<file path="config.mk">
export PLATFORM = sky130hd
export DESIGN_NAME = hs_supervisor
export DESIGN_NICKNAME = d
export VERILOG_FILES = /design/src/pkg/hs_sup_pkg.sv /design/src/pkg/cmp_sync_if.sv /design/src/logic/cmp_sync.sv /design/src/logic/hs_supervisor.sv
export SDC_FILE = /design/constraint.sdc
export NUM_CORES = 1
export LEC_CHECK = 0
export BUFFER_PORTS_ARGS = -buffer_cell sky130_fd_sc_hd__buf_2
export CAP_MARGIN = 30
export CORE_UTILIZATION = 57
export DETAILED_ROUTE_END_ITERATION = 12
export PLACE_DENSITY = 0.95
export SYNTH_ARGS = -nofsm -noshare
export SYNTH_HDL_FRONTEND = slang
export SYNTH_HIERARCHICAL = 1
export SYNTH_SLANG_ARGS = --single-unit
</file>
<file path="constraint.sdc">
create_clock -name mclk_i -period 4.1 [get_ports mclk_i]
set_input_delay 0.41 -clock mclk_i [delete_from_list [all_inputs] [get_ports mclk_i]]
set_output_delay 0.41 -clock mclk_i [all_outputs]
set_load 0.005 [all_outputs]
</file>
<file path="src/pkg/hs_sup_pkg.sv">
// Purpose: Shared constants and types of the hot-swap supervisor
// Assumes: 200 MHz clock, comparator results arrive as digital levels
// Notes:   Input bit positions are shared by the synchroniser and the core
package hs_sup_pkg;
  // Comparator input positions
  localparam int        IN_LOCK  = 0;
  localparam int        IN_UV    = 1;
  localparam int        IN_OV    = 2;
  localparam int        IN_OC    = 3;
  localparam int        IN_HF    = 4;
  localparam int        IN_DRAIN = 5;
  localparam int        IN_GATE  = 6;
  localparam int        N_IN     = 7;
  // Lockout starts asserted so nothing turns on before inputs settle
  localparam logic [6:0] SYNC_RST = 7'h01;

  // Timing
  localparam int CLK_FREQ_MHZ   = 200;
  localparam int OC_TIMEOUT_US  = 600;
  localparam int OC_TIMEOUT_CYC = OC_TIMEOUT_US * CLK_FREQ_MHZ;
  localparam int HF_OFF_US      = 10;
  localparam int HF_OFF_CYC     = HF_OFF_US * CLK_FREQ_MHZ;

  // Register map
  localparam logic [7:0] ADR_CTRL   = 8'h00;
  localparam logic [7:0] ADR_STATUS = 8'h04;
  localparam logic [7:0] ADR_TIMER  = 8'h08;
  localparam int         CTRL_POL   = 0;
  localparam logic       CTRL_RST   = 1'b0;

  typedef enum logic [4:0] {
    ST_OFF   = 5'h01,
    ST_ON    = 5'h02,
    ST_REG   = 5'h04,
    ST_HARD  = 5'h08,
    ST_LATCH = 5'h10
  } gate_st_t;
endpackage

</file>
<file path="src/pkg/cmp_sync_if.sv">
// Purpose: Raw and cleaned comparator levels between synchroniser and core
// Assumes: One clock domain on the cleaned side
// Notes:   Raw side is asynchronous to mclk_i
`timescale 1ns/10ps
interface cmp_sync_if #(parameter int W = 7);
  logic [W-1:0] raw;
  logic [W-1:0] cln;
  modport sync (input raw, output cln);
  modport core (output raw, input cln);
endinterface

</file>
<file path="src/logic/cmp_sync.sv">
// Purpose: Three-stage synchroniser bank for comparator levels
// Assumes: Inputs change slowly compared to the clock
// Notes:   Output moves only when stages two and three agree
`timescale 1ns/10ps
module cmp_sync
  import hs_sup_pkg::*;
#(
  parameter int         W   = N_IN,
  parameter logic [6:0] RST = SYNC_RST
) (
  input  wire logic mclk_i,
  input  wire logic rstn_i,
  cmp_sync_if.sync  s
);
  logic [W-1:0] s1_ff;
  logic [W-1:0] s2_ff;
  logic [W-1:0] s3_ff;
  logic [W-1:0] cln_ff;

  assign s.cln = cln_ff;

  genvar g;
  generate
    for (g = 0; g < W; g++) begin : g_bit
      always_ff @(posedge mclk_i or negedge rstn_i) begin
        if (!rstn_i) begin
          s1_ff[g]  <= RST[g];
          s2_ff[g]  <= RST[g];
          s3_ff[g]  <= RST[g];
          cln_ff[g] <= RST[g];
        end else begin
          s1_ff[g] <= s.raw[g];
          s2_ff[g] <= s1_ff[g];
          s3_ff[g] <= s2_ff[g];
          if (s2_ff[g] == s3_ff[g]) begin
            cln_ff[g] <= s3_ff[g];
          end
        end
      end
    end
  endgenerate
endmodule

</file>
<file path="src/logic/hs_supervisor.sv">
// Purpose: Gate drive mode, fault timing and power-good latch of a hot-swap
//          controller, with a classic Wishbone register slave
// Assumes: Comparator levels are asynchronous; trip inputs are high when tripped
// Notes:   Gate mode outputs are one-hot registered drive selects
//
// What this block does
// RL1: Sustained over-current regulates the gate, then switches off after the time-out.
// RL2: Over-current clearing before time-out resumes normal on and resets the timer.
// RL3: High supply trip turns gate off at once until trip clears.
// RL4: Low supply trip turns gate off at once until trip clears.
// RL5: Low supply trip then release clears the latched off state, restarting power-up.
// RL6: Hard fault turns gate off at once, resets timer, allows one retry.
// RL7: Retry that stays clean keeps the gate on; persisting fault latches off.
// RL8: Supply lockout active then inactive also clears the latched off state.
// RL9: Gate drives on from off only with lockout, low, high and over-current all clear; a hard-fault retry checks only lockout, low and high.
// RL10: Only the over-current time-out or a failed hard-fault retry latches the gate off.
// RL11: Weak pull-up to turn on, normal pull-down, strong pull-down for hard faults.
// RL12: Over-current selects regulation mode instead of switching fully off.
// RL13: Power-good sets only when drain is low and gate is full together.
// RL14: Power-good clears on high or low trip, lockout, time-out or power-down.
// RL15: Active-low variant pulls output low while power-good is set.
// RL16: Active-high variant drives low while reset and releases while set.
// RL17: Drain comparator is ignored once power-good is set.
// RL18: Drain comparator never turns the gate off.
// RL19: All comparator inputs synchronised; time-out counted in clock cycles.
// RL20: After reset: gate off, power-good clear, nothing latched, retry available.
`timescale 1ns/10ps
module hs_supervisor
  import hs_sup_pkg::*;
#(
  parameter int OC_TO_CYC = OC_TIMEOUT_CYC,
  parameter int HF_CYC    = HF_OFF_CYC
) (
  input  wire logic        mclk_i,
  input  wire logic        rstn_i,
  input  wire logic        supply_lockout_i,
  input  wire logic        low_supply_trip_i,
  input  wire logic        high_supply_trip_i,
  input  wire logic        overcurrent_fault_i,
  input  wire logic        hard_fault_i,
  input  wire logic        drain_low_i,
  input  wire logic        gate_full_i,
  output logic             gate_pullup_o,
  output logic             gate_regulate_o,
  output logic             gate_pd_normal_o,
  output logic             gate_pd_strong_o,
  output logic             supply_ok_out_o,
  output logic             supply_ok_out_oe_o,
  input  wire logic        wb_cyc_i,
  input  wire logic        wb_stb_i,
  input  wire logic        wb_we_i,
  input  wire logic [7:0]  wb_adr_i,
  input  wire logic [3:0]  wb_sel_i,
  input  wire logic [31:0] wb_dat_i,
  output logic [31:0]      wb_dat_o,
  output logic             wb_ack_o
);
  localparam int TW = $clog2(OC_TO_CYC + 1);
  localparam logic [TW-1:0] TO_LAST = TW'(OC_TO_CYC - 1);
  localparam logic [TW-1:0] HF_LAST = TW'(HF_CYC - 1);

  cmp_sync_if #(.W(N_IN)) cmp ();

  gate_st_t      st_ff;
  gate_st_t      nxt_st;
  logic [TW-1:0] timer_ff;
  logic          retry_used_ff;
  logic          pg_ff;
  logic          pol_high_ff;
  logic          oe_ff;
  logic          gpu_ff;
  logic          greg_ff;
  logic          gpdn_ff;
  logic          gpds_ff;
  logic          ack_ff;
  logic [31:0]   dat_ff;
  logic          lock;
  logic          uv;
  logic          ov;
  logic          oc;
  logic          hf;
  logic          drain_ok;
  logic          gate_ok;
  logic          ok;
  logic          on_like;
  logic          wb_req;

  // RL19 input synchronisers
  assign cmp.raw = {gate_full_i, drain_low_i, hard_fault_i, overcurrent_fault_i,
                    high_supply_trip_i, low_supply_trip_i, supply_lockout_i};

  cmp_sync #(.W(N_IN), .RST(SYNC_RST)) u_sync (
    .mclk_i (mclk_i),
    .rstn_i (rstn_i),
    .s      (cmp.sync)
  );

  assign lock     = cmp.cln[IN_LOCK];
  assign uv       = cmp.cln[IN_UV];
  assign ov       = cmp.cln[IN_OV];
  assign oc       = cmp.cln[IN_OC];
  assign hf       = cmp.cln[IN_HF];
  assign drain_ok = cmp.cln[IN_DRAIN];
  assign gate_ok  = cmp.cln[IN_GATE];
  // RL9 supply conditions
  assign ok       = !lock && !uv && !ov;

  function automatic logic is_on(input gate_st_t s);
    return (s == ST_ON) || (s == ST_REG);
  endfunction

  assign on_like = is_on(nxt_st);

  // Gate state decision
  always_comb begin
    nxt_st = st_ff;
    case (st_ff)
      ST_OFF: begin
        // RL9 all conditions met
        if (ok && !hf && !oc) begin
          nxt_st = ST_ON;
        end
      end
      ST_ON: begin
        // RL6 hard fault wins
        if (hf) begin
          nxt_st = ST_HARD;
        // RL3 RL4 RL8 off while tripped
        end else if (!ok) begin
          nxt_st = ST_OFF;
        // RL12 enter regulation
        end else if (oc) begin
          nxt_st = ST_REG;
        end
      end
      ST_REG: begin
        if (hf) begin
          nxt_st = ST_HARD;
        end else if (!ok) begin
          nxt_st = ST_OFF;
        // RL2 fault gone, resume
        end else if (!oc) begin
          nxt_st = ST_ON;
        // RL1 RL10 time-out latches
        end else if (timer_ff == TO_LAST) begin
          nxt_st = ST_LATCH;
        end
      end
      ST_HARD: begin
        // RL6 RL7 single retry then latch
        if (timer_ff >= HF_LAST) begin
          if (retry_used_ff) begin
            nxt_st = ST_LATCH;
          end else if (ok) begin
            nxt_st = ST_ON;
          end else begin
            nxt_st = ST_OFF;
          end
        end
      end
      ST_LATCH: begin
        // RL5 RL8 latch cleared by low trip or lockout
        if (uv || lock) begin
          nxt_st = ST_OFF;
        end
      end
      default: begin
        nxt_st = ST_OFF;
      end
    endcase
  end

  // RL20 state starts off
  always_ff @(posedge mclk_i or negedge rstn_i) begin
    if (!rstn_i) begin
      st_ff <= ST_OFF;
    end else begin
      st_ff <= nxt_st;
    end
  end

  // RL1 RL2 RL6 timer restarts on every state change
  always_ff @(posedge mclk_i or negedge rstn_i) begin
    if (!rstn_i) begin
      timer_ff <= '0;
    end else if (st_ff != nxt_st) begin
      timer_ff <= '0;
    end else if (st_ff == ST_REG || st_ff == ST_HARD ||
                 (st_ff == ST_ON && retry_used_ff)) begin
      if (timer_ff != TO_LAST) begin
        timer_ff <= timer_ff + TW'(1);
      end
    end
  end

  // RL7 retry allowance restored after a clean time-out
  always_ff @(posedge mclk_i or negedge rstn_i) begin
    if (!rstn_i) begin
      retry_used_ff <= 1'b0;
    end else if (st_ff == ST_HARD && nxt_st == ST_ON) begin
      retry_used_ff <= 1'b1;
    end else if (st_ff == ST_OFF) begin
      retry_used_ff <= 1'b0;
    end else if (st_ff == ST_ON && nxt_st == ST_ON && timer_ff == TO_LAST) begin
      retry_used_ff <= 1'b0;
    end
  end

  // RL11 RL12 drive strength select
  always_ff @(posedge mclk_i or negedge rstn_i) begin
    if (!rstn_i) begin
      gpu_ff  <= 1'b0;
      greg_ff <= 1'b0;
      gpdn_ff <= 1'b1;
      gpds_ff <= 1'b0;
    end else begin
      gpu_ff  <= (nxt_st == ST_ON);
      greg_ff <= (nxt_st == ST_REG);
      gpdn_ff <= (nxt_st == ST_OFF) || (nxt_st == ST_LATCH);
      gpds_ff <= (nxt_st == ST_HARD);
    end
  end

  assign gate_pullup_o    = gpu_ff;
  assign gate_regulate_o  = greg_ff;
  assign gate_pd_normal_o = gpdn_ff;
  assign gate_pd_strong_o = gpds_ff;

  // Power-good latch
  always_ff @(posedge mclk_i or negedge rstn_i) begin
    if (!rstn_i) begin
      pg_ff <= 1'b0;
    // RL14 any shut-off clears
    end else if (!on_like) begin
      pg_ff <= 1'b0;
    // RL13 RL17 RL18 drain only read while clear
    end else if (!pg_ff && st_ff == ST_ON && drain_ok && gate_ok) begin
      pg_ff <= 1'b1;
    end
  end

  // RL15 RL16 open-drain polarity
  always_ff @(posedge mclk_i or negedge rstn_i) begin
    if (!rstn_i) begin
      oe_ff <= 1'b0;
    end else begin
      oe_ff <= pol_high_ff ? !pg_ff : pg_ff;
    end
  end

  assign supply_ok_out_o    = 1'b0;
  assign supply_ok_out_oe_o = oe_ff;

  // Wishbone slave, one wait state
  assign wb_req = wb_cyc_i && wb_stb_i && !ack_ff;

  always_ff @(posedge mclk_i or negedge rstn_i) begin
    if (!rstn_i) begin
      ack_ff <= 1'b0;
    end else begin
      ack_ff <= wb_req;
    end
  end

  always_ff @(posedge mclk_i or negedge rstn_i) begin
    if (!rstn_i) begin
      pol_high_ff <= CTRL_RST;
    end else if (wb_cyc_i && wb_stb_i && ack_ff && wb_we_i && wb_sel_i[0] &&
                 wb_adr_i == ADR_CTRL) begin
      pol_high_ff <= wb_dat_i[CTRL_POL];
    end
  end

  always_ff @(posedge mclk_i or negedge rstn_i) begin
    if (!rstn_i) begin
      dat_ff <= 32'h0000_0000;
    end else if (wb_req && !wb_we_i) begin
      case (wb_adr_i)
        ADR_CTRL:   dat_ff <= {31'h0000_0000, pol_high_ff};
        ADR_STATUS: dat_ff <= {16'h0000, 1'b0, cmp.cln, st_ff, retry_used_ff,
                               oe_ff, pg_ff};
        ADR_TIMER:  dat_ff <= 32'(timer_ff);
        default:    dat_ff <= 32'h0000_0000;
      endcase
    end
  end

  assign wb_ack_o = ack_ff;
  assign wb_dat_o = dat_ff;
endmodule

</file>
# Word-level counts from Yosys, hierarchy flattened
# Cells that the tools add are included.
[totals]
word_cells = 124
reg_bits = 91
[classes]
addsub = 1
order_cmp = 1
mux = 23
n_eq_ne = 23
n_reduce_logical = 36
[op_table]
columns = ["op", "count"]
rows = [
  ["5-bit 2-to-1 mux", 11],
  ["17-bit 2-to-1 mux", 3],
  ["17-bit case mux with 3 select lines", 1],
  ["5-bit case mux with 5 select lines", 1],
  ["1-bit logical AND", 18],
  ["17-bit by 1-bit adder with 17-bit output (second input constant)", 1],
  ["17-bit equality test (second input constant)", 1],
  ["17-bit by 11-bit greater-or-equal comparator with 1-bit output (second input constant)", 1],
  ["17-bit != test (second input constant)", 1],
  ["5-bit by 1-bit equality test with 1-bit output (second input constant)", 2],
  ["5-bit by 2-bit equality test with 1-bit output (second input constant)", 2],
  ["5-bit by 3-bit equality test with 1-bit output (second input constant)", 2],
  ["5-bit by 4-bit equality test with 1-bit output (second input constant)", 2],
  ["5-bit equality test (second input constant)", 2],
  ["8-bit by 3-bit equality test with 1-bit output (second input constant)", 1],
  ["8-bit by 4-bit equality test with 1-bit output (second input constant)", 1],
  ["1-bit zero test", 8],
  ["8-bit zero test", 1],
  ["1-bit equality test", 7],
  ["1-bit 2-to-1 mux", 6],
  ["1-bit logical OR", 5],
  ["5-bit != test", 1],
  ["2-bit nonzero test", 2],
  ["3-bit nonzero test", 1],
  ["other kinds (3)", 3],
]

# Longest topological paths before layout
# Gate-level depths: netlist (run 1).
[logic_depth]
word_depth = 13
mapped_depth = 9
ltp_nobuf = 7

# By module
# Netlist (run 1), hierarchy kept.
[modules_own_cells]
columns = ["module", "seq_area_each_um2", "cells_each", "area_per_inst_um2", "n_inst"]
rows = [
  ["hs_supervisor", 1203.7, 296, 2785.2, 1],
  ["cmp_sync", 705.7, 35, 784.5, 1],
]

# Worst setup path before layout (run 1)
# Ideal clock, no wire load.
[synth_timing]
path_kind = "reg-to-reg"
startpoint = "register u_sync.cln_ff[1] (netlist: u_sync/s.cln[1])"
endpoint = "register timer_ff[6]"
arrival_time_ns = 1.954
path_buffers = 1
slack_ns = 2.066
path_stages_with_launch = 8
required_time_ns = 4.020
setup_ns = 0.080
cell_sequence = "dfrtp_1 -> or4_4 -> o2111ai_2 -> o211ai_1 -> a211oi_2 -> nor2_2 -> buf_6 -> nor3_2"
[synth_via]
elab_chain_cells = 10
[synth_lines]
columns = ["element", "line", "source"]
rows = [
  ["start: declaration", "cmp_sync.sv:18", "logic [W-1:0] cln_ff;"],
  ["start signal: indexed assignment", "cmp_sync.sv:30", "cln_ff[g] <= RST[g];"],
  ["start signal: indexed assignment", "cmp_sync.sv:36", "cln_ff[g] <= s3_ff[g];"],
  ["1-bit zero test", "hs_supervisor.sv:106", "assign ok = !lock && !uv && !ov;"],
  ["1-bit logical AND (2 in series)", "hs_supervisor.sv:106", ""],
  ["2-bit 2-to-1 mux or 1-bit logical AND (tied branches)", "hs_supervisor.sv:154, hs_supervisor.sv:120", ""],
  ["5-bit 2-to-1 mux or 1-bit logical AND (tied branches)", "hs_supervisor.sv:152, hs_supervisor.sv:120", ""],
  ["5-bit 2-to-1 mux, on equally long branches", "hs_supervisor.sv:151, hs_supervisor.sv:120", ""],
  ["5-bit case mux with 5 select lines *", "hs_supervisor.sv:117", "case (st_ff)"],
  ["5-bit != test *", "hs_supervisor.sv:186", "end else if (st_ff != nxt_st) begin"],
  ["2-bit nonzero test (no line)", "-", ""],
  ["2-bit AND reduction (no line)", "-", ""],
  ["end signal: assignment", "hs_supervisor.sv:191", "timer_ff <= timer_ff + TW'(1);"],
  ["end: declaration", "hs_supervisor.sv:66", "logic [TW-1:0] timer_ff;"],
]
# Mark *: on every way between the ends. The rest lies on a longest branch, timed or not.
# A chain may end at the register's enable or synchronous reset.

# Worst setup path after layout (run 1)
[layout_timing]
startpoint = "register st_ff[2]"
endpoint = "register timer_ff[12]"
[layout_via]
elab_chain_cells = 8
[layout_lines]
columns = ["element", "line", "source"]
rows = [
  ["start: declaration", "hs_supervisor.sv:64", "gate_st_t st_ff;"],
  ["start signal: assignment", "hs_supervisor.sv:178", "st_ff <= nxt_st;"],
  ["5-bit 2-to-1 mux", "hs_supervisor.sv:145", "end else if (timer_ff == TO_LAST) begin"],
  ["5-bit 2-to-1 mux", "hs_supervisor.sv:142", "end else if (!oc) begin"],
  ["5-bit 2-to-1 mux", "hs_supervisor.sv:139", "end else if (!ok) begin"],
  ["5-bit 2-to-1 mux", "hs_supervisor.sv:137", "if (hf) begin"],
  ["5-bit case mux with 5 select lines", "hs_supervisor.sv:117", ""],
  ["5-bit != test", "hs_supervisor.sv:186", ""],
  ["2-bit nonzero test (no line)", "-", ""],
  ["2-bit AND reduction (no line)", "-", ""],
]
# Several ways; a longest one is shown, not always the timed one.

==> flow_metrics.py, run 1 <==
metrics = {
    "run_status": {
        "status": "completed",
    },
    "power": {
        "powerDensity_nw_per_um2": 372,
        "p_leak_nw": 1.80,
        "ir_drop_mv": 0.273,
    },
    "floorplanning": {
        "core_um2": 5990,
        "row_count": 28,
        "ios": 95,
        "die_area_um2": 6580,
        "die_y_um": 81.1,
        "die_w_um": 81.1,
        "initial_core_util_pct": 59.6,
    },
    "clock_tree": {
        "cts_setup_buffers": 0,
        "clock_latency_ns": 0.35,
        "cts_sinks": 76,
        "cts-root-buf": "clkbuf_8",
        "h-tree-depth": 3,
        "cts-buffers-inserted": 9,
        "cts_tree": "built",
        "path_clk_slew_ns": 0.08,
        "clock_path_buffers": 2,
    },
    "sta": {
        "timing.fmax_ghz": 0.367,
        "finalHoldViolations": 0,
        "setup_violations": 0,
        "finalMaxSlewViolations": 0,
        "max_slew_margin_pct": 32.5,
        "fin_tns_setup_ns": 0,
        "min_period_over_period_pct": 66.5,
        "rsz0062_at_grt": "no",
        "skew_ns": 0.00966,
        "fin_crit_ns": 2.73,
        "max_slew.worst_pin.slew_ns": 1.01,
    },
    "yosys": {
        "synth_cells": 331,
        "ys_types": 55,
        "synth_warnings": 6,
        "yosysMostFrequentCell": "dfrtp_1",
        "yosysSeqAreaShare_pct": 53.5,
        "yosys_most_used_dff": "dfrtp_1",
        "async_reset_ff_share_pct": 100,
        "syn_area_um2": 3570,
        "synth_common_cells": "dfrtp_1 (70), nand2_1 (33), o21ai_0 (20)",
        "synth_area_leaders": "dfrtp_1 (49%), dfstp_2 (4.4%), buf_4 (4.0%), nand2_1 (3.5%), a22oi_1 (3.2%)",
        "avgSynthCellArea_um2": 10.8,
        "synth_edf_count": 0,
        "yosysTopAreaCellShare_pct": 49.1,
        "synth_area_leader_cell": "dfrtp_1",
        "ys_ff_latch": 76,
    },
    "routing": {
        "antenna_left": 0,
        "avgRoutedWirePerCell_um": 16.8,
        "drt-initial-drc-count": 263,
        "viasPerCell": 6.01,
        "route.detailed.drc": 0,
        "routed_wl_mm": 7.58,
        "vias": 2716,
        "first_pass_iters": 7,
    },
    "global_routing": {
        "grt_pass1_vias": 2467,
        "grt.overflow.total": 0,
        "grt_max_degree": 34,
        "grt_pass1_wl_mm": 12.3,
        "antenna_found_initial": 0,
        "grt.total_usage_pct": 25.8,
    },
    "worst_setup_path": {
        "cp-end-kind": "flop",
        "worstPathArrival_ns": 2.91,
        "worstReg2RegStart": "st_ff[2]",
        "cp_max_fo": 17,
        "crit_type": "flop to flop",
        "regToRegSetupSlack_ns": 1.37,
        "r2r_cells": 6,
        "reg2reg_to": "timer_ff[12]",
        "crit_required_ns": 4.28,
        "worstSetupStartpointType": "flop",
    },
    "placed_design": {
        "hpwl_mm": 5.25,
        "finalWeightedCongestion": 0.918,
        "portBuffers": 44,
        "place_area_um2": 3760,
    },
    "hold_path": {
        "min_from": "supply_lockout_i",
        "hold_class": "primary input to flop",
        "hold_end": "u_sync/s1_ff[0]",
        "holdPathStages": 1,
    },
    "finish": {
        "num_antenna_cells": 0,
        "drive_gt1_share_pct": 26.0,
        "syn_to_final_growth_pct": 10.7,
        "final_net_count": 429,
        "finish.instance_area_um2": 3950,
    },
    "flow_run": {
        "cap_violations": 0,
    },
}
==> per-stage QoR <==
step / hold slack (ns) / utilization (%) / instances / setup WS [ns] / total power [mW]
after floorplan: 0.114 / - / 346 / 2.07 / 0.947
after global placement: 0.332 / 62.5 / 433 / 1.54 / 0.979
after detailed placement: 0.336 / 62.8 / 434 / 1.44 / 0.988
after CTS: 0.149 / 65.9 / 451 / 1.39 / 1.48
after global routing: 0.142 / 66.0 / 452 / 1.17 / 1.53
final: 0.157 / 66.0 / 452 / 1.37 / 1.47
==> logic make-up after synthesis <==
kind of cell               share of synthesized area [%]
and+or+nand+nor                                     20.4
AOI/OAI and AO/OA                                   11.7
xor gates and xnor gates                            4.66
buffers and inverters                               6.20
DFF                                                 53.5
adders and majority gates                           2.56
muxes                                              0.911
other                                              0.105
==> registers in the layout (all words and copies together) (netlist names) <==
| register | cells |
|---|---|
| u_sync/s2_ff | 7 |
| st_ff | 5 |
| gate_regulate_o | 1 |
| gate_pullup_o | 1 |
| wb_ack_o | 1 |
| retry_used_ff | 1 |
| supply_ok_out_oe_o | 1 |
| wb_dat_o | 17 |
| pg_ff | 1 |
| u_sync/s.cln | 7 |
| u_sync/s1_ff | 7 |
| pol_high_ff | 1 |
| u_sync/s3_ff | 7 |
| gate_pd_normal_o | 1 |
| gate_pd_strong_o | 1 |
| timer_ff | 17 |
==> routing by layer <==
layer | vias to the layer above | GRT usage (%) | part of all wire [%]
met1 | 1307 | 33.7 | 42
met2 | 152 | 40.4 | 47
met3 | 21 | 6.85 | 8.1
met5 | - | 0 | 0
li1 | 1236 | - | -
met4 | 0 | 11.4 | 2.8
==> timing repair <==
item,4_1_cts,5_1_grt
hold buffers,1,0
resized for setup,0,0
hold endpoints to repair,14,0
==> how the worst max path moves through the flow <==
stage	slack (ns)	depth (start not counted)	start	to
2_1_floorplan	2.07	7	u_sync/s.cln[1]	timer_ff[6]
3_3_place_gp	1.54	6	st_ff[3]	timer_ff[12]
3_5_place_dp	1.44	7	timer_ff[0]	timer_ff[12]
4_1_cts	1.39	6	st_ff[2]	timer_ff[12]
5_1_grt	1.17	6	st_ff[2]	timer_ff[11]
6_report	1.37	6	st_ff[2]	timer_ff[12]
==> report_power, final <==
group          leakage, nW  switching [mW]  internal [mW]
clock network       0.0822           0.274          0.219
registers            0.985          0.0364          0.784
logic                0.731           0.105         0.0515
total                 1.80           0.415           1.05
==> placed cells by master, fill, tap and decap left out, drive strengths merged, types with 3 or more instances in the layout <==
cell type / Yosys / final
clkbuf: 11 / 10
nor3b: 4 / 4
or3: 3 / 3
nand4b: 3 / 3
a21oi: 3 / 3
a22oi: 15 / 15
dfstp: 6 / 6
o21ai: 22 / 22
nand2: 33 / 33
xnor2: 11 / 11
clkinv: 0 / 4
o31ai: 4 / 4
buf: 23 / 48
nand4: 6 / 6
and4: 4 / 4
nor3: 21 / 21
nor2: 20 / 20
inv: 3 / 3
nand3: 10 / 10
and2: 4 / 4
maj3: 7 / 7
a211oi: 3 / 3
conb: 1 / 16
nor4: 6 / 6
dfrtp: 70 / 70
xor2: 8 / 8
and3: 3 / 3
o211ai: 3 / 3
==> area by class of cell <==
cell class	count	area (um2)
multi-input combinational	233	1500
timing repair buffer	49	273
clock buffer	10	128
sequential	76	1910
fill	456	2040
clock inverter	6	42.5
inverter	3	11.3
tap	75	93.8
==> worst max-delay path: stages (launching register included) <==
cell and delay [ns]:
dfrtp_1 0.62, nor3b_1 0.33, nand4_1 0.20, nor3b_1 0.36
a311oi_1 0.10, o211ai_2 0.81, nor3_1 0.14
(Power assumes the default switching activity.)
==> run 2, diff against run 1 <==
- CORE_UTILIZATION: 57 -> 47
- PLACE_DENSITY: 0.95 -> 0.85
- clock period: 4.1 -> 2.2 ns (I/O delays scaled with it)
==> run 2 against run 1 <==
Net effect:
- cell area grew 12%
- global-route usage down 3.4 points
- first-iteration DRC count decreased by 14%
- wire length is 5.1% higher
- hold slack got worse by 0.049 ns
- fmax rose by 28%
- non-clock buffer count grew 43
- clock skew fell by 0.0019 ns
- die area grew 21%
- largest cell class unchanged
- largest power group unchanged
==> flow_metrics.py, run 2 (synthesis gave the netlist of run 1 again) <==
metrics = {
    "run_status": {
        "status": "completed",
    },
    "power": {
        "powerDensity_nw_per_um2": 706,
        "ir_drop_mv": 0.508,
        "fin_total_pwr_mw": 3.12,
        "p_leak_nw": 2.06,
    },
    "placed_design": {
        "finalWeightedCongestion": 0.904,
        "hpwl_mm": 5.46,
        "dp_slack_ns": -0.217,
        "portBuffers": 44,
        "place_area_um2": 4060,
    },
    "clock_tree": {
        "clock_path_buffers": 2,
        "cts_tree": "built",
        "cts-root-buf": "clkbuf_8",
        "path_clk_slew_ns": 0.08,
        "h-tree-depth": 3,
        "cts-buffers-inserted": 9,
        "clock_latency_ns": 0.36,
        "cts_sinks": 76,
    },
    "finish": {
        "fin_util_pct": 60.7,
        "finish.instance_area_um2": 4430,
        "nFillCells": 622,
        "final_net_count": 472,
        "drive_gt1_share_pct": 33.3,
        "syn_to_final_growth_pct": 24.0,
        "layout_commonest_cell": "dfrtp_1",
        "num_antenna_cells": 0,
        "layout_common_cells": "dfrtp_1 (69), buf_2 (44), buf_4 (37)",
    },
    "floorplanning": {
        "core_um2": 7290,
        "die_y_um": 89.2,
        "ios": 95,
        "initial_core_util_pct": 49.0,
        "row_count": 31,
        "die_w_um": 89.2,
        "die_area_um2": 7950,
    },
    "worst_setup_path": {
        "worstPathArrival_ns": 2.41,
        "worstSetupStartpointType": "flop",
        "cp-end-kind": "flop",
        "cp_max_fo": 17,
        "crit_required_ns": 2.48,
        "crit_type": "flop to flop",
    },
    "routing": {
        "drt-initial-drc-count": 226,
        "route.detailed.drc": 0,
        "vias": 2820,
        "routed_wl_mm": 7.97,
        "antenna_left": 0,
        "viasPerCell": 5.43,
        "first_pass_iters": 5,
        "avgRoutedWirePerCell_um": 15.4,
    },
    "global_routing": {
        "antenna_found_initial": 0,
        "grt.overflow.total": 0,
        "grt_pass1_vias": 2715,
        "grt_max_degree": 77,
        "grt.total_usage_pct": 22.4,
        "grt_pass1_wl_mm": 13.1,
    },
    "flow_run": {
        "cap_violations": 0,
    },
    "sta": {
        "layout_setup_ws_ns": 0.0729,
        "rsz0062_at_grt": "yes",
        "finalHoldViolations": 0,
        "setup_violations": 0,
        "max_slew.worst_pin.slew_ns": 0.973,
        "timing.fmax_ghz": 0.470,
        "fin_crit_ns": 2.13,
        "skew_ns": 0.00781,
        "finalMaxSlewViolations": 0,
        "max_slew_margin_pct": 35.0,
        "min_period_over_period_pct": 96.7,
        "holdWs_ns": 0.108,
    },
    "hold_path": {
        "hold_class": "primary input to flop",
    },
}
run 2: changes by cell type in the layout (fill, tap and decap cells not counted), moves of 2 or more:
cell,delta
buf_12,+2
dlygate4sd3_1,+7
bufinv_16,+2
nor3_1,-4
buf_4,+34
nor3_2,+4
run 2: critical path, cell delays in order (launching register included):
cell and delay [ns]:
dfstp_2 0.41, or4_4 0.56, o2111ai_2 0.21, o211ai_1 0.14, a211oi_2 0.17, buf_4 0.16
nor2_4 0.04, buf_12 0.15, nor3_2 0.19
run 2: layer usage:
| metal | GRT usage (%) | up-vias | wire length, um |
|---|---|---|---|
| li1 | - | 1318 | - |
| met1 | 29.0 | 1379 | 3510 |
| met2 | 36.4 | 111 | 3850 |
| met3 | 4.99 | 12 | 508 |
| met4 | 9.67 | 0 | 102 |
| met5 | 0 | - | 0 |
run 2: metrics by stage:
stage	TNS, ns	cells
floorplan	0	346
global placement	-1.43	491
detailed placement	-2.83	491
CTS	0	516
global route	-0.0286	519
finish	0	519
run 2: final timing paths:
path                            slack (ns)               to            start  depth (start not counted)
worst max-delay path                  0.07     timer_ff[13]  u_sync/s.cln[0]                          8
worst min-delay path                  0.11      pol_high_ff      wb_dat_i[0]                          2
worst max register to register        0.07     timer_ff[13]  u_sync/s.cln[0]                          8
worst min register to register        0.35  u_sync/s2_ff[1]  u_sync/s1_ff[1]                          0
max in group asynchronous             1.42  u_sync/s2_ff[0]           rstn_i                          3
min in group asynchronous             0.40         wb_ack_o           rstn_i                          3
run 2: where the power goes:
part / leakage [nW] / internal [mW] / total, mW / switching, mW
clock: 0.102 / 0.638 / 1.15 / 0.511
sequential: 0.984 / 1.46 / 1.51 / 0.0502
combinational: 0.971 / 0.219 / 0.464 / 0.245
total: 2.06 / 2.32 / 3.12 / 0.806
run 2: layout make-up:
cell class / instances / area, um2 / share of cell area [%]
Inverter: 3 / 11.3 / 0.254
Tap cell: 99 / 124 / 2.80
Clock inverter: 6 / 88.8 / 2.01
Sequential cell: 76 / 1910 / 43.2
Clock buffer: 10 / 128 / 2.88
Multi-Input combinational cell: 233 / 1530 / 34.5
Timing Repair Buffer: 92 / 638 / 14.4
run 2: timing repair:
| action | 4_1_cts | 5_1_grt |
|---|---|---|
| gates resized for setup | 1 | 6 |
| pin swaps | 1 | 1 |
| setup endpoints to repair | 17 | 18 |
| hold buffers | 8 | 0 |
| endpoints found under the hold margin | 77 | 0 |
| setup buffers | 1 | 3 |
==> run 3, diff against run 2 <==
- ABC_AREA: not set -> 1
- CORE_UTILIZATION: 47 -> 48
- PLACE_DENSITY: 0.85 -> 0.86
==> run 3 against run 2 <==
Net effect:
- the run now ends with hold timing left
- sequential power about the same
- clock power increased by 6%
- fmax increased by 3.9%
- synthesized cell count increased by 36%
- cell area increased by 3.2%
- global-route usage decreased by 1.2 points
- combinational power increased by 1%
- hold slack got worse by 0.11 ns
- critical path type unchanged
==> flow_metrics.py, run 3 <==
metrics = {
    "run_status": {
        "status": "finished with violations",
        "violations": "hold timing",
    },
    "routing": {
        "vias": 3169,
        "routed_wl_mm": 8.42,
        "viasPerCell": 5.05,
        "drt-initial-drc-count": 217,
        "avgRoutedWirePerCell_um": 13.4,
        "antenna_left": 0,
        "route.detailed.drc": 0,
        "first_pass_iters": 5,
    },
    "power": {
        "fin_total_pwr_mw": 3.20,
        "powerDensity_nw_per_um2": 701,
        "p_leak_nw": 2.29,
        "ir_drop_mv": 0.373,
    },
    "worst_setup_path": {
        "cp_max_fo": 17,
        "cp-end-kind": "flop",
        "crit_required_ns": 2.43,
        "worst_path_max_delay_cell": "dfrtp_1",
        "worstPathArrival_ns": 2.28,
        "max_stage_delay_ns": 0.38,
        "crit_chain": "ha_1 > nand2_2 > nor3_4 > nand3_2 > nand2_1 > nand2_1 > nand2_1 > nand3_2 > nand2_1 > nand2_1 > nand3_4 > buf_12 > nor2_1",
        "cpMostUsedCell": "nand2_1",
        "crit_type": "flop to flop",
        "worstSetupStartpointType": "flop",
    },
    "sta": {
        "finalMaxSlewViolations": 0,
        "max_slew.worst_pin.slew_ns": 0.923,
        "min_period_over_period_pct": 93.0,
        "skew_ns": 0.0150,
        "timing.fmax_ghz": 0.489,
        "holdWs_ns": -0.000622,
        "setup_violations": 0,
        "max_slew_margin_pct": 38.5,
        "finalHoldViolations": 1,
        "fin_crit_ns": 2.05,
        "fin_tns_setup_ns": 0,
        "rsz0062_at_grt": "no",
    },
    "placed_design": {
        "hpwl_mm": 6.10,
        "finalWeightedCongestion": 0.937,
        "portBuffers": 44,
        "place_area_um2": 4220,
    },
    "yosys": {
        "yosysMostFrequentCell": "nand2_1",
        "synth_edf_count": 0,
        "ys_types": 33,
        "synth_common_cells": "nand2_1 (104), dfrtp_1 (70), nor2_1 (52)",
        "yosysTopAreaCellShare_pct": 45.0,
        "synth_cells": 451,
        "synth_area_leader_cell": "dfrtp_1",
        "ys_ff_latch": 76,
        "yosysSeqAreaShare_pct": 49.1,
        "async_reset_ff_share_pct": 100,
        "synth_area_leaders": "dfrtp_1 (45%), nand2_1 (10%), nor2_1 (5.0%), inv_1 (4.4%), nor2_4 (4.3%)",
        "synth_warnings": 6,
        "avgSynthCellArea_um2": 8.63,
        "syn_area_um2": 3890,
        "yosys_most_used_dff": "dfrtp_1",
    },
    "finish": {
        "num_antenna_cells": 0,
        "layout_commonest_cell": "nand2_1",
        "final_net_count": 577,
        "nFillCells": 678,
        "layout_common_cells": "nand2_1 (104), dfrtp_1 (70), nor2_1 (50)",
        "syn_to_final_growth_pct": 17.3,
        "drive_gt1_share_pct": 24.4,
        "finish.instance_area_um2": 4570,
    },
    "clock_tree": {
        "cts_tree": "built",
        "cts_sinks": 76,
        "cts-buffers-inserted": 9,
        "clock_path_buffers": 2,
        "cts-root-buf": "clkbuf_8",
        "h-tree-depth": 3,
        "clock_latency_ns": 0.36,
        "path_clk_slew_ns": 0.08,
    },
    "floorplanning": {
        "die_area_um2": 8470,
        "die_y_um": 92.0,
        "die_w_um": 92.0,
        "core_um2": 7770,
        "row_count": 32,
        "ios": 95,
        "initial_core_util_pct": 50.1,
    },
    "global_routing": {
        "grt.overflow.total": 0,
        "antenna_found_initial": 0,
        "grt.total_usage_pct": 21.2,
        "grt_pass1_vias": 2895,
        "grt_max_degree": 77,
        "grt_pass1_wl_mm": 13.9,
    },
    "flow_run": {
        "cap_violations": 0,
    },
    "hold_path": {
        "hold_class": "primary input to asynchronous set/reset pin",
    },
}
run 3: where the power goes:
| group | internal, mW | switching [mW] | total, mW |
|---|---|---|---|
| Sequential | 1.46 | 0.0527 | 1.51 |
| Combinational | 0.156 | 0.314 | 0.470 |
| Clock | 0.679 | 0.537 | 1.22 |
run 3: worst paths after layout:
path,startpoint,slack [ns],cells after the start,to
worst min register to register,u_sync/s1_ff[5],0.35,0,u_sync/s2_ff[5]
min in group mclk_i,wb_stb_i,0.13,3,wb_ack_o
max in group asynchronous,rstn_i,1.61,1,timer_ff[14]
worst max-delay path,timer_ff[0],0.15,13,timer_ff[7]
worst min-delay path,rstn_i,-0.0006,1,u_sync/s1_ff[4]
worst max register to register,timer_ff[0],0.15,13,timer_ff[7]
run 3: critical path: cells and delay by family (launching register included):
family | cells | cell delay (ns)
adders and majority gates | 1 | 0.20
DFF | 1 | 0.38
and+or+nand+nor | 11 | 1.15
buffers and inverters | 1 | 0.19
run 3: timing repair:
action                                  4_1_cts  5_1_grt
buffers inserted                              0        5
endpoints found under the hold margin         7        0
hold buffers                                  7        0
endpoints found under the setup margin        0       17
gates resized for setup                       0        3
run 3: final cells by class:
cell class / instances / area (um2) / share of cell area, %
Sequential cell: 76 / 1910 / 41.8
Multi-Input combinational cell: 316 / 1690 / 37.1
Timing Repair Buffer: 65 / 410 / 8.99
Inverter: 52 / 195 / 4.28
Clock buffer: 10 / 138 / 3.01
Tap cell: 102 / 128 / 2.80
Clock inverter: 6 / 93.8 / 2.06
run 3: metal layers:
layer | vias up | part of all wire, % | track usage, %
li1 | 1550 | - | -
met1 | 1471 | 46 | 28.6
met2 | 133 | 46 | 33.0
met3 | 15 | 5.7 | 4.81
met4 | 0 | 2.3 | 8.98
met5 | - | 0 | 0
run 3: stage by stage:
stage | worst slack [ns] | utilization, % | cells
after global routing | 0.0110 | 58.8 | 627
final | 0.153 | 58.8 | 627
after detailed placement | 0.158 | 54.3 | 599
after floorplan | 0.365 | - | 466
after global placement | 0.205 | 54.3 | 599
after CTS | 0.128 | 58.2 | 622
run 3: kinds of logic after synthesis:
family                   count (synthesis)  share of synthesized area [%]
XOR/XNOR                                13                           2.93
buffers and inverters                   74                           9.20
AO/OA/AOI/OAI                           41                           5.69
adder cells (fa/ha/maj)                  1                          0.321
flip-flops                              76                           49.1
AND/OR/NAND/NOR                        244                           32.4
multiplexers                             1                          0.257
other                                    1                         0.0964
